`src/hdl/opt_pkg.sv`:
```
package opt_pkg;
  localparam logic [2:0] OPT_REG_CTRL = 3'h0;
  localparam logic [2:0] OPT_REG_TIMER = 3'h1;
  localparam logic [2:0] OPT_REG_STATUS = 3'h2;
  localparam logic [2:0] OPT_REG_MASK = 3'h3;
  localparam int OPT_STS_EVT = 0;
  localparam int OPT_STS_RUN = 1;
  localparam int OPT_STS_OUT = 2;
  localparam int OPT_STS_PIN = 3;
  localparam logic [15:0] OPT_TOP16 = 16'hfffe;
  localparam logic [15:0] OPT_TOP8 = 16'h00fe;
  localparam logic [4:0] OPT_DIV8_LAST = 5'h07;
  localparam logic [4:0] OPT_DIV32_LAST = 5'h1f;
  localparam logic [15:0] OPT_TIMER_RST = 16'h0000;
  localparam logic [31:0] OPT_RD_UNDEF = 32'h00000000;

  typedef enum logic [1:0]
  {
    OPT_CLK_F1 = 2'b00,
    OPT_CLK_F8 = 2'b01,
    OPT_CLK_F32 = 2'b10,
    OPT_CLK_SUBCLOCK_DIV32 = 2'b11
  } opt_clk_sel_t;

  typedef enum logic [1:0]
  {
    OPT_TRG_SW = 2'b00,
    OPT_TRG_FALL = 2'b01,
    OPT_TRG_RISE = 2'b10,
    OPT_TRG_OVF = 2'b11
  } opt_trg_t;

  typedef enum logic [1:0]
  {
    OPT_ST_IDLE = 2'b00,
    OPT_ST_ONESHOT = 2'b01,
    OPT_ST_PWM = 2'b10
  } opt_state_t;

  typedef struct packed
  {
    logic gpio_val;
    logic out_en;
    opt_trg_t trig_src;
    opt_clk_sel_t clk_sel;
    logic pwm8;
    logic mode_pwm;
    logic os_start;
    logic count_start;
  } opt_ctrl_t;

  localparam opt_ctrl_t OPT_CTRL_RST = '0;
endpackage

```
`src/hdl/opt_prescaler.sv`:
```
`timescale 1ns/10ps
module opt_prescaler
(
  input wire logic i_clk,
  input wire logic i_sys_rst,
  input wire logic i_subclk_div32_src,
  input wire opt_pkg::opt_clk_sel_t i_sel,
  output logic o_tick
);
  import opt_pkg::*;

  logic [4:0] div_q;
  logic [4:0] sub_q;
  logic sub_prev_q;
  logic sub_rise;

  assign sub_rise = i_subclk_div32_src & ~sub_prev_q;

  always_ff @(posedge i_clk)
  begin
    if (i_sys_rst)
    begin
      div_q <= '0;
      sub_q <= '0;
      sub_prev_q <= 1'b0;
    end
    else
    begin
      div_q <= div_q + 5'h01;
      sub_prev_q <= i_subclk_div32_src;
      if (sub_rise)
        sub_q <= sub_q + 5'h01;
    end
  end

  always_ff @(posedge i_clk)
  begin
    if (i_sys_rst)
      o_tick <= 1'b0;
    else
      unique case (i_sel)
        OPT_CLK_F1: o_tick <= 1'b1;
        OPT_CLK_F8: o_tick <= (div_q[2:0] == OPT_DIV8_LAST[2:0]);
        OPT_CLK_F32: o_tick <= (div_q == OPT_DIV32_LAST);
        OPT_CLK_SUBCLOCK_DIV32: o_tick <= sub_rise && (sub_q == OPT_DIV32_LAST);
      endcase
  end
endmodule

```
`src/hdl/opt_timer.sv`:
```
`timescale 1ns/10ps
module opt_timer
(
  input wire logic i_clk,
  input wire logic i_sys_rst,
  input wire logic [4:0] i_address,
  input wire logic i_read,
  input wire logic i_write,
  input wire logic [31:0] i_writedata,
  input wire logic [3:0] i_byteenable,
  output logic [31:0] o_readdata,
  output logic o_waitrequest,
  input wire logic i_trigger_input_pin,
  input wire logic i_subclk,
  input wire logic i_other_ovf,
  output logic o_pulse_output_pin,
  output logic o_irq
);
  import opt_pkg::*;

  function automatic logic [15:0] opt_merge
  (
    input logic [15:0] old,
    input logic [31:0] wd,
    input logic [3:0] be
  );
    logic [15:0] r;
    r = old;
    if (be[0])
      r[7:0] = wd[7:0];
    if (be[1])
      r[15:8] = wd[15:8];
    return r;
  endfunction

  opt_ctrl_t ctl_q;
  opt_state_t st_q;
  logic [15:0] reload_q;
  logic [15:0] cnt_q;
  logic [15:0] hi_q;
  logic [15:0] per_q;
  logic [7:0] pre_q;
  logic out_q;
  logic evt_q;
  logic [3:0] sts_q;
  logic [3:0] mask_q;
  logic [3:0] clr_q;
  logic trg_s1_q;
  logic trg_s2_q;
  logic trg_s3_q;
  logic sub_s1_q;
  logic sub_s2_q;
  logic tick;
  logic acc;
  logic [2:0] widx;
  logic wr_ctrl;
  logic wr_timer;
  logic [15:0] ctl_w;
  logic [15:0] tmr_w;
  logic os_go;
  logic trig_evt;
  logic start_os;
  logic start_pwm;
  logic [15:0] hw;
  logic [15:0] top;
  logic step;
  logic [15:0] per_n;
  logic [3:0] sts_live;
  logic [3:0] sts_d;

  // Pin synchronisers
  always_ff @(posedge i_clk)
  begin
    if (i_sys_rst)
    begin
      trg_s1_q <= 1'b0;
      trg_s2_q <= 1'b0;
      trg_s3_q <= 1'b0;
      sub_s1_q <= 1'b0;
      sub_s2_q <= 1'b0;
    end
    else
    begin
      trg_s1_q <= i_trigger_input_pin;
      trg_s2_q <= trg_s1_q;
      trg_s3_q <= trg_s2_q;
      sub_s1_q <= i_subclk;
      sub_s2_q <= sub_s1_q;
    end
  end

  opt_prescaler u_pre
  (
    .i_clk(i_clk),
    .i_sys_rst(i_sys_rst),
    .i_subclk_div32_src(sub_s2_q),
    .i_sel(ctl_q.clk_sel),
    .o_tick(tick)
  );

  // Bus access taken at the edge where waitrequest is low
  assign acc = (i_read | i_write) & ~o_waitrequest;
  assign widx = i_address[4:2];
  assign wr_ctrl = acc & i_write & (widx == OPT_REG_CTRL);
  assign wr_timer = acc & i_write & (widx == OPT_REG_TIMER);
  assign ctl_w = opt_merge(16'(ctl_q), i_writedata, i_byteenable);
  assign tmr_w = opt_merge(reload_q, i_writedata, i_byteenable);
  assign os_go = wr_ctrl & i_byteenable[0] & i_writedata[1];

  always_comb
  begin
    unique case (ctl_q.trig_src)
      OPT_TRG_SW: trig_evt = 1'b0;
      OPT_TRG_FALL: trig_evt = trg_s3_q & ~trg_s2_q;
      OPT_TRG_RISE: trig_evt = trg_s2_q & ~trg_s3_q;
      OPT_TRG_OVF: trig_evt = i_other_ovf;
    endcase
  end

  assign start_os = os_go | trig_evt;
  // PWM start on flag alone or on trigger
  assign start_pwm = (ctl_q.trig_src == OPT_TRG_SW) | trig_evt;

  // 8-bit width is high byte, low byte prescales
  assign hw = ctl_q.pwm8 ? {8'h00, hi_q[15:8]} : hi_q;
  assign top = ctl_q.pwm8 ? OPT_TOP8 : OPT_TOP16;
  assign step = tick & (~ctl_q.pwm8 | (pre_q == hi_q[7:0]));
  assign per_n = per_q + 16'h0001;

  // Control register
  always_ff @(posedge i_clk)
  begin
    if (i_sys_rst)
      ctl_q <= OPT_CTRL_RST;
    else if (wr_ctrl)
    begin
      ctl_q <= opt_ctrl_t'(ctl_w[9:0]);
      ctl_q.os_start <= 1'b0;
    end
  end

  // Reload register takes every timer write
  always_ff @(posedge i_clk)
  begin
    if (i_sys_rst)
      reload_q <= OPT_TIMER_RST;
    else if (wr_timer)
      reload_q <= tmr_w;
  end

  // Counting core
  always_ff @(posedge i_clk)
  begin
    if (i_sys_rst)
    begin
      st_q <= OPT_ST_IDLE;
      cnt_q <= OPT_TIMER_RST;
      hi_q <= OPT_TIMER_RST;
      per_q <= '0;
      pre_q <= '0;
      out_q <= 1'b0;
      evt_q <= 1'b0;
    end
    else
    begin
      evt_q <= 1'b0;
      if (wr_timer && st_q == OPT_ST_IDLE)
      begin
        cnt_q <= tmr_w;
        hi_q <= tmr_w;
      end
      if (!ctl_q.count_start)
      begin
        st_q <= OPT_ST_IDLE;
        out_q <= 1'b0;
      end
      else
      begin
        unique case (st_q)
          OPT_ST_IDLE:
          begin
            if (ctl_q.mode_pwm && start_pwm)
            begin
              st_q <= OPT_ST_PWM;
              hi_q <= reload_q;
              per_q <= '0;
              pre_q <= '0;
              out_q <= ctl_q.pwm8 ? (reload_q[15:8] != 8'h00)
                                  : (reload_q != 16'h0000);
            end
            else if (!ctl_q.mode_pwm && start_os)
            begin
              st_q <= OPT_ST_ONESHOT;
              cnt_q <= reload_q;
              out_q <= 1'b1;
            end
          end
          OPT_ST_ONESHOT:
          begin
            if (start_os)
            begin
              cnt_q <= reload_q;
            end
            else if (tick)
            begin
              if (cnt_q <= 16'h0001)
              begin
                cnt_q <= reload_q;
                st_q <= OPT_ST_IDLE;
                out_q <= 1'b0;
                evt_q <= 1'b1;
              end
              else
                cnt_q <= cnt_q - 16'h0001;
            end
          end
          OPT_ST_PWM:
          begin
            if (tick)
              pre_q <= step ? 8'h00 : pre_q + 8'h01;
            if (step)
            begin
              if (per_q == top)
              begin
                per_q <= '0;
                hi_q <= reload_q;
                out_q <= ctl_q.pwm8 ? (reload_q[15:8] != 8'h00)
                                    : (reload_q != 16'h0000);
              end
              else
              begin
                per_q <= per_n;
                if (out_q && per_n == hw)
                begin
                  out_q <= 1'b0;
                  evt_q <= 1'b1;
                end
              end
            end
          end
          default:
            st_q <= OPT_ST_IDLE;
        endcase
      end
    end
  end

  always_ff @(posedge i_clk)
  begin
    if (i_sys_rst)
      o_pulse_output_pin <= 1'b0;
    else if (ctl_q.mode_pwm || ctl_q.out_en)
      o_pulse_output_pin <= out_q;
    else
      o_pulse_output_pin <= ctl_q.gpio_val;
  end

  // Status: event sticky, set wins over read clear
  assign sts_live = {trg_s2_q, out_q, st_q != OPT_ST_IDLE, 1'b0};
  always_comb
  begin
    sts_d = sts_q;
    if (acc && i_read && widx == OPT_REG_STATUS)
      sts_d = sts_d & ~clr_q;
    if (evt_q)
      sts_d[OPT_STS_EVT] = 1'b1;
  end

  always_ff @(posedge i_clk)
  begin
    if (i_sys_rst)
      sts_q <= '0;
    else
      sts_q <= sts_d;
  end

  always_ff @(posedge i_clk)
  begin
    if (i_sys_rst)
      mask_q <= '0;
    else if (acc && i_write && widx == OPT_REG_MASK && i_byteenable[0])
      mask_q <= i_writedata[3:0];
  end

  // Level interrupt
  always_ff @(posedge i_clk)
  begin
    if (i_sys_rst)
      o_irq <= 1'b0;
    else
      o_irq <= |(sts_d & mask_q & 4'h1);
  end

  // Bus slave: one wait cycle, data prepared before the taking edge
  always_ff @(posedge i_clk)
  begin
    if (i_sys_rst)
    begin
      o_waitrequest <= 1'b1;
      o_readdata <= '0;
      clr_q <= '0;
    end
    else if (acc)
      o_waitrequest <= 1'b1;
    else if (i_read || i_write)
    begin
      o_waitrequest <= 1'b0;
      clr_q <= sts_q;
      unique case (widx)
        OPT_REG_CTRL: o_readdata <= {22'h0, ctl_q};
        OPT_REG_TIMER: o_readdata <= OPT_RD_UNDEF;
        OPT_REG_STATUS: o_readdata <= {28'h0, sts_q | sts_live};
        OPT_REG_MASK: o_readdata <= {28'h0, mask_q};
        default: o_readdata <= '0;
      endcase
    end
  end
endmodule

```
`config.mk`:
```
export PLATFORM = sky130hd
export DESIGN_NAME = opt_timer
export DESIGN_NICKNAME = d
export VERILOG_FILES = /design/src/hdl/opt_pkg.sv /design/src/hdl/opt_prescaler.sv /design/src/hdl/opt_timer.sv
export SDC_FILE = /design/constraint.sdc
export NUM_CORES = 1
export LEC_CHECK = 0
export BUFFER_PORTS_ARGS = -buffer_cell sky130_fd_sc_hd__buf_2
export CAP_MARGIN = 0
export CORE_ASPECT_RATIO = 0.7
export CORE_MARGIN = 2
export CORE_UTILIZATION = 35
export CTS_BUF_LIST = sky130_fd_sc_hd__clkbuf_16
export DETAILED_ROUTE_END_ITERATION = 7
export SKIP_CTS_REPAIR_TIMING = 1
export SLEW_MARGIN = 20
export SYNTH_ARGS = -nofsm -noshare
export SYNTH_HDL_FRONTEND = slang
export SYNTH_SLANG_ARGS = --single-unit
export TNS_END_PERCENT = 30
```
`constraint.sdc`:
```
create_clock -name i_clk -period 4.59 [get_ports i_clk]
set_input_delay 0.459 -clock i_clk [delete_from_list [all_inputs] [get_ports i_clk]]
set_output_delay 0.459 -clock i_clk [all_outputs]
set_load 0.1 [all_outputs]
```
* Word level (Yosys, flattened, before mapping)
Index checks and enable logic that the tools add are counted.
Storage, ports and cells: output and inout port bits 35, register bits after elaboration 149, word-level logic and storage cells 174, input port bits 48
Operators by class: equal/unequal tests 25, bitwise logic cells 26, order comparisons 1, muxes and demuxes 55, reductions and logical operators 31, $add $sub $neg 5
Operator list (count):
- $mux 16 | 17
- $pmux 16 s2 | 3
- $mux 8 | 5
- $eq 16x16->1 | 2
- $pmux 10 s3 | 1
- $mux 1 | 17
- $add 16x1->16 const B | 1
- $le 16x1->1 const B | 1
- $pmux 8 s2 | 1
- $reduce_bool 16->1 | 1
- $sub 16x1->16 const B | 1
- $and 1x1->1 | 11
- $add 5x1->5 const B | 2
- $eq 2x2->1 const B | 5
- $eq 5x5->1 const B | 2
- $logic_and 1x1->1 | 10
- $mux 2 | 5
- $add 8x1->8 const B | 1
- $eq 8x8->1 | 1
- $not 1->1 | 8
- $pmux 1 s4 | 2
- $reduce_and 4->1 | 2
- $reduce_bool 8->1 | 1
- $reduce_and 7->1 | 1
- 25 further kinds | 42

* Longest topological paths before layout
word-level depth 12, gate-level depth with buffers 12, depth with buffers taken out 10

* Modules after synthesis
A second synthesis with hierarchy kept.
Unflattened totals: cells, all modules 913, area, all modules 7417.1 um^2
By module, submodules not included:
- opt_timer | cells an instance 865, times used 1, area an instance 6920.4 um^2
- opt_prescaler | cells an instance 48, times used 1, area an instance 496.7 um^2

* Worst setup path after synthesis
OpenSTA, ideal clock, no wires.
kind reg-to-reg, start reg o_waitrequest, end reg out_q, period minus slack after synthesis 2641 ps, path slack 1949 ps, library setup time 124 ps, cell stages (with the launch flop) 10, path buffers 1, arrival 2517 ps, cell sequence dfxtp_1 nor3b_2 nand4_1 and2_1 clkbuf_1 and3_1 a2bb2oi_1 nor4b_1 a22oi_1 mux2i_1
Between the ends: longest elaborated chain between the ends 10, elaborated cells on any way between the ends 11
Ends and longest elaborated chain:
- from (decl) | RTL line opt_timer.sv:12 | output logic o_waitrequest,
- from (signal assigned) | RTL line opt_timer.sv:299 | o_waitrequest <= 1'b1;
- from (signal assigned) | RTL line opt_timer.sv:304 | o_waitrequest <= 1'b1;
- from (signal assigned) | RTL line opt_timer.sv:307 | o_waitrequest <= 1'b0;
- $not 1->1 (*) | RTL line opt_timer.sv:102 | assign acc = (i_read | i_write) & ~o_waitrequest;
- $and 1x1->1 (*) | RTL line opt_timer.sv:102
- $and 1x1->1 (*) (2 in series) | RTL line opt_timer.sv:104 | assign wr_ctrl = acc & i_write & (widx == OPT_REG_CTRL);
- $and 1x1->1 (*) (2 in series) | RTL line opt_timer.sv:108 | assign os_go = wr_ctrl & i_byteenable[0] & i_writedata[1];
- $or 1x1->1 (*) | RTL line opt_timer.sv:120 | assign start_os = os_go | trig_evt;
- $logic_and 1x1->1 | RTL line opt_timer.sv:191 | else if (!ctl_q.mode_pwm && start_os)
- $ne 3x1->1 (no line)
- $reduce_and 7->1 (no line) (*)
- to (signal assigned) | RTL line opt_timer.sv:188 | out_q <= ctl_q.pwm8 ? (reload_q[15:8] != 8'h00)
- to (signal assigned) | RTL line opt_timer.sv:227 | out_q <= ctl_q.pwm8 ? (reload_q[15:8] != 8'h00)
- to (decl) | RTL line opt_timer.sv:43 | logic out_q;
Every way passes the cells marked *; elsewhere a longest branch is shown, timed or not. A chain may end at the register's enable or synchronous reset.

* Worst setup path in the final report
start reg u_pre.o_tick, end reg hi_q[9]
Between the ends: longest elaborated chain between the ends 4
Ends and longest elaborated chain:
- from (decl) | RTL line opt_prescaler.sv:8 | output logic o_tick
- from (signal assigned) | RTL line opt_prescaler.sv:43 | OPT_CLK_F8: o_tick <= (div_q[2:0] == OPT_DIV8_LAST[2:0]);
- from (signal assigned) | RTL line opt_prescaler.sv:44 | OPT_CLK_F32: o_tick <= (div_q == OPT_DIV32_LAST);
- from (signal assigned) | RTL line opt_prescaler.sv:45 | OPT_CLK_SUBCLOCK_DIV32: o_tick <= sub_rise && (sub_q == OPT_DIV32_LAST);
- $and 1x1->1 | RTL line opt_timer.sv:127 | assign step = tick & (~ctl_q.pwm8 | (pre_q == hi_q[7:0]));
- $mux 16 | RTL line opt_timer.sv:221 | if (step)
- $pmux 16 s2 | RTL line opt_timer.sv:179 | unique case (st_q)
- $mux 16 | RTL line opt_timer.sv:172 | if (!ctl_q.count_start)
- to (signal assigned) | RTL line opt_timer.sv:170 | hi_q <= tmr_w;
- to (signal assigned) | RTL line opt_timer.sv:185 | hi_q <= reload_q;
- to (signal assigned) | RTL line opt_timer.sv:226 | hi_q <= reload_q;
- to (decl) | RTL line opt_timer.sv:40 | logic [15:0] hi_q;
No other way between the ends.

==> flow_summary_export.csv <==
group,metric,value,unit
outcome,status,"finished clean",
global_routing,grt_usage,19.2,%
cts,worstSkewPairLatency,0.43,ns
timing,grt_setup_unrepaired,"no",
logic_synthesis,synth_edf_count,0,
die,die-area,22300,um2
placement,dp_hpwl,14300,um
cts,cts_tree,"yes",
cts,clock_path_buffers,2,
critical_path,worstSetupPathType,"reg -> reg",
global_routing,grt_max_degree,67,
logic_synthesis,netlist_instances,906,
timing,setup_violations,0,
logic_synthesis,async_flop_share,0,%
cts,cts.sinks,127,
die,core,20700,um2
placement,preCtsSetupSlack,1.66,ns
logic_synthesis,synthesis.area,7380,um2
timing,holdWs,0.246,ns
critical_path,crit_required,4.95,ns
critical_path,worstPathArrival,3.45,ns
cells_and_area,final_cell_area,8340,um2
run,cap_violations,0,
pwr,powerDensity,342,nW/um2
logic_synthesis,synth.most_common_cell,"dfxtp_1",
logic_synthesis,synth_seq_cells,127,
global_routing,grt_first_pass_wirelength,33800,um
cts,root_buffer,"clkbuf_16",
placement,portBuffers,40,
drt,drtIter0Drc,586,
logic_synthesis,synth-seq-area-share,34.4,%
timing,drv_slew,0,
cts,cts_made_buffers,17,
critical_path,cp-start-kind,"flip-flop",
timing,slew-limit-headroom,31.6,%
timing,final_hold_viol_count,0,
cells_and_area,drive_above_1_share,10.5,%
cells_and_area,fill_cells,2143,
critical_path,path_max_fanout,23,
worst_hold_path,hp-class,"in -> reg",
drt,antenna_left,0,
die,start_util,35.7,%
logic_synthesis,synth_commonest_cells,"dfxtp_1 (127), nor2_1 (108), nand2_1 (77)",
logic_synthesis,ys_top_cells_by_area,"dfxtp_1 (34%), mux2i_1 (8.4%), nor2_1 (5.5%)",
timing,worst_slack,1.49,ns
timing,tightest_slew,1.02,ns
die,die_y,125,um
cells_and_area,regArea,2540,um2
drt,first_pass_iters,6,
placement,post_dp_cell_area,7720,um2
pwr,peakVddDrop,0.212,mV
timing,fin_skew,0.0108,ns
die,io_pins,83,
timing,setup_tns,0,ns
drt,avgRoutedWirePerCell,17.2,um
pwr,cellLeakagePower,3.28,nW
timing,finalCriticalPeriod,3.10,ns
logic_synthesis,synth_cell_type_count,68,
cells_and_area,syn2layout_area_growth,13.0,%
cts,h-tree-depth,4,
critical_path,end_kind,"flip-flop",
placement,globalplace.congestion,0.858,
die,row_count,44,
cells_and_area,nets,987,
die,die_w,178,um
global_routing,antenna_found_initial,1,
global_routing,grt.overflow.total,0,
timing,fin_crit_sh,67.5,%
cts,path_clk_slew,0.06,ns
logic_synthesis,ys.flop_type,"dfxtp_1",
timing,fmax,323,MHz
logic_synthesis,yosysWarnings,0,
drt,viasPerCell,5.48,
logic_synthesis,synth_top_cell_area_share,34.4,%
global_routing,grt_pass1_vias,6199,
cells_and_area,multi_input_area,4510,um2
drt,dr_total_vias,6650,
logic_synthesis,synth_largest_area_cell,"dfxtp_1",
logic_synthesis,avgSynthCellArea,8.15,um2
drt,drc_errors,0,
drt,postRouteWirelength,20900,um
==> metrics by stage <==
| step | total power [W] | utilization [%] | instances |
|---|---|---|---|
| 3_3_place_gp | 0.00142 | 37.3 | 1182 |
| 5_1_grt | 0.00294 | 40.3 | 1213 |
| 6_report | 0.00285 | 40.3 | 1214 |
| 4_1_cts | 0.00286 | 40.3 | 1213 |
| 3_5_place_dp | 0.00142 | 37.3 | 1182 |
| 2_1_floorplan | 0.00137 | - | 927 |
==> power by group <==
group / internal (W) / switching (W)
Clock: 0.000906 / 0.000543
Combinational: 0.0000702 / 0.000199
Sequential: 0.00111 / 0.0000180
==> layout by cell type, fill, tap and decap left out, types with 6 or more instances in the layout <==
cell	instances
nor4_1	12
inv_1	13
clkbuf_16	17
nor2_1	108
nand3_1	22
nand2_1	77
o21ai_1	27
nand4_1	7
a22oi_1	11
o221ai_1	7
xnor2_1	30
o21ai_0	37
a21oi_1	73
nor2b_1	14
nor3_1	23
conb_1	22
buf_2	39
and3_1	11
nand2b_1	10
or3_1	10
nand3b_1	6
o211ai_1	19
ha_1	14
buf_4	11
o22ai_1	12
xor2_1	22
dfxtp_1	127
mux2i_1	62
==> per-layer routing <==
layer	track usage (%)	wire (um)	up-vias
li1	-	-	3239
met1	30.3	10600	3123
met2	25.6	8200	261
met3	3.95	1830	27
met4	5.59	266	0
met5	0	0	-
==> cell families after synthesis <==
kind of cell               synth area share [%]
and+or+nand+nor                            23.5
AOI/OAI and AO/OA                          18.1
DFF                                        34.4
buffers and inverters                      5.61
muxes                                      9.17
xor gates and xnor gates                   6.78
adders and majority gates                  2.37
other                                    0.0508
==> flip-flops by register name (all words and copies together), names as in the netlist, 2 cells and up <==
name / flops
cnt_q: 16
hi_q: 16
per_q: 16
reload_q: 16
o_readdata: 10
ctl_q: 9
pre_q: 8
u_pre.div_q: 5
u_pre.sub_q: 5
clr_q: 4
mask_q: 4
sts_q: 4
st_q: 2
==> worst paths after layout <==
kind              depth (start not counted)  slack [ns]                 from  endpoint
setup / recovery                          6        1.49         u_pre.o_tick   hi_q[9]
hold / removal                            2        0.25  i_trigger_input_pin  trg_s1_q
setup reg to reg                          6        1.49         u_pre.o_tick   hi_q[9]
hold reg to reg                           1        0.43             clr_q[1]  sts_q[1]
==> layout make-up <==
cell class / instances / area share [%]
clock inverters: 14 / 2.24
inverters: 14 / 0.630
flip-flops and latches: 127 / 30.5
repair buffers: 50 / 3.33
diodes: 1 / 0.0300
clock buffers: 17 / 5.10
multi-input cells: 715 / 54.0
well taps: 276 / 4.14
==> worst max-delay path, stage by stage, from the launching register on <==
cell	delay [ns]
dfxtp_1	0.99
clkinv_1	0.70
a21o_1	0.36
o21ai_1	0.13
and2_1	0.56
nand2_1	0.14
a21oi_1	0.15
No activity file was read; power rests on OpenSTA's default activity.
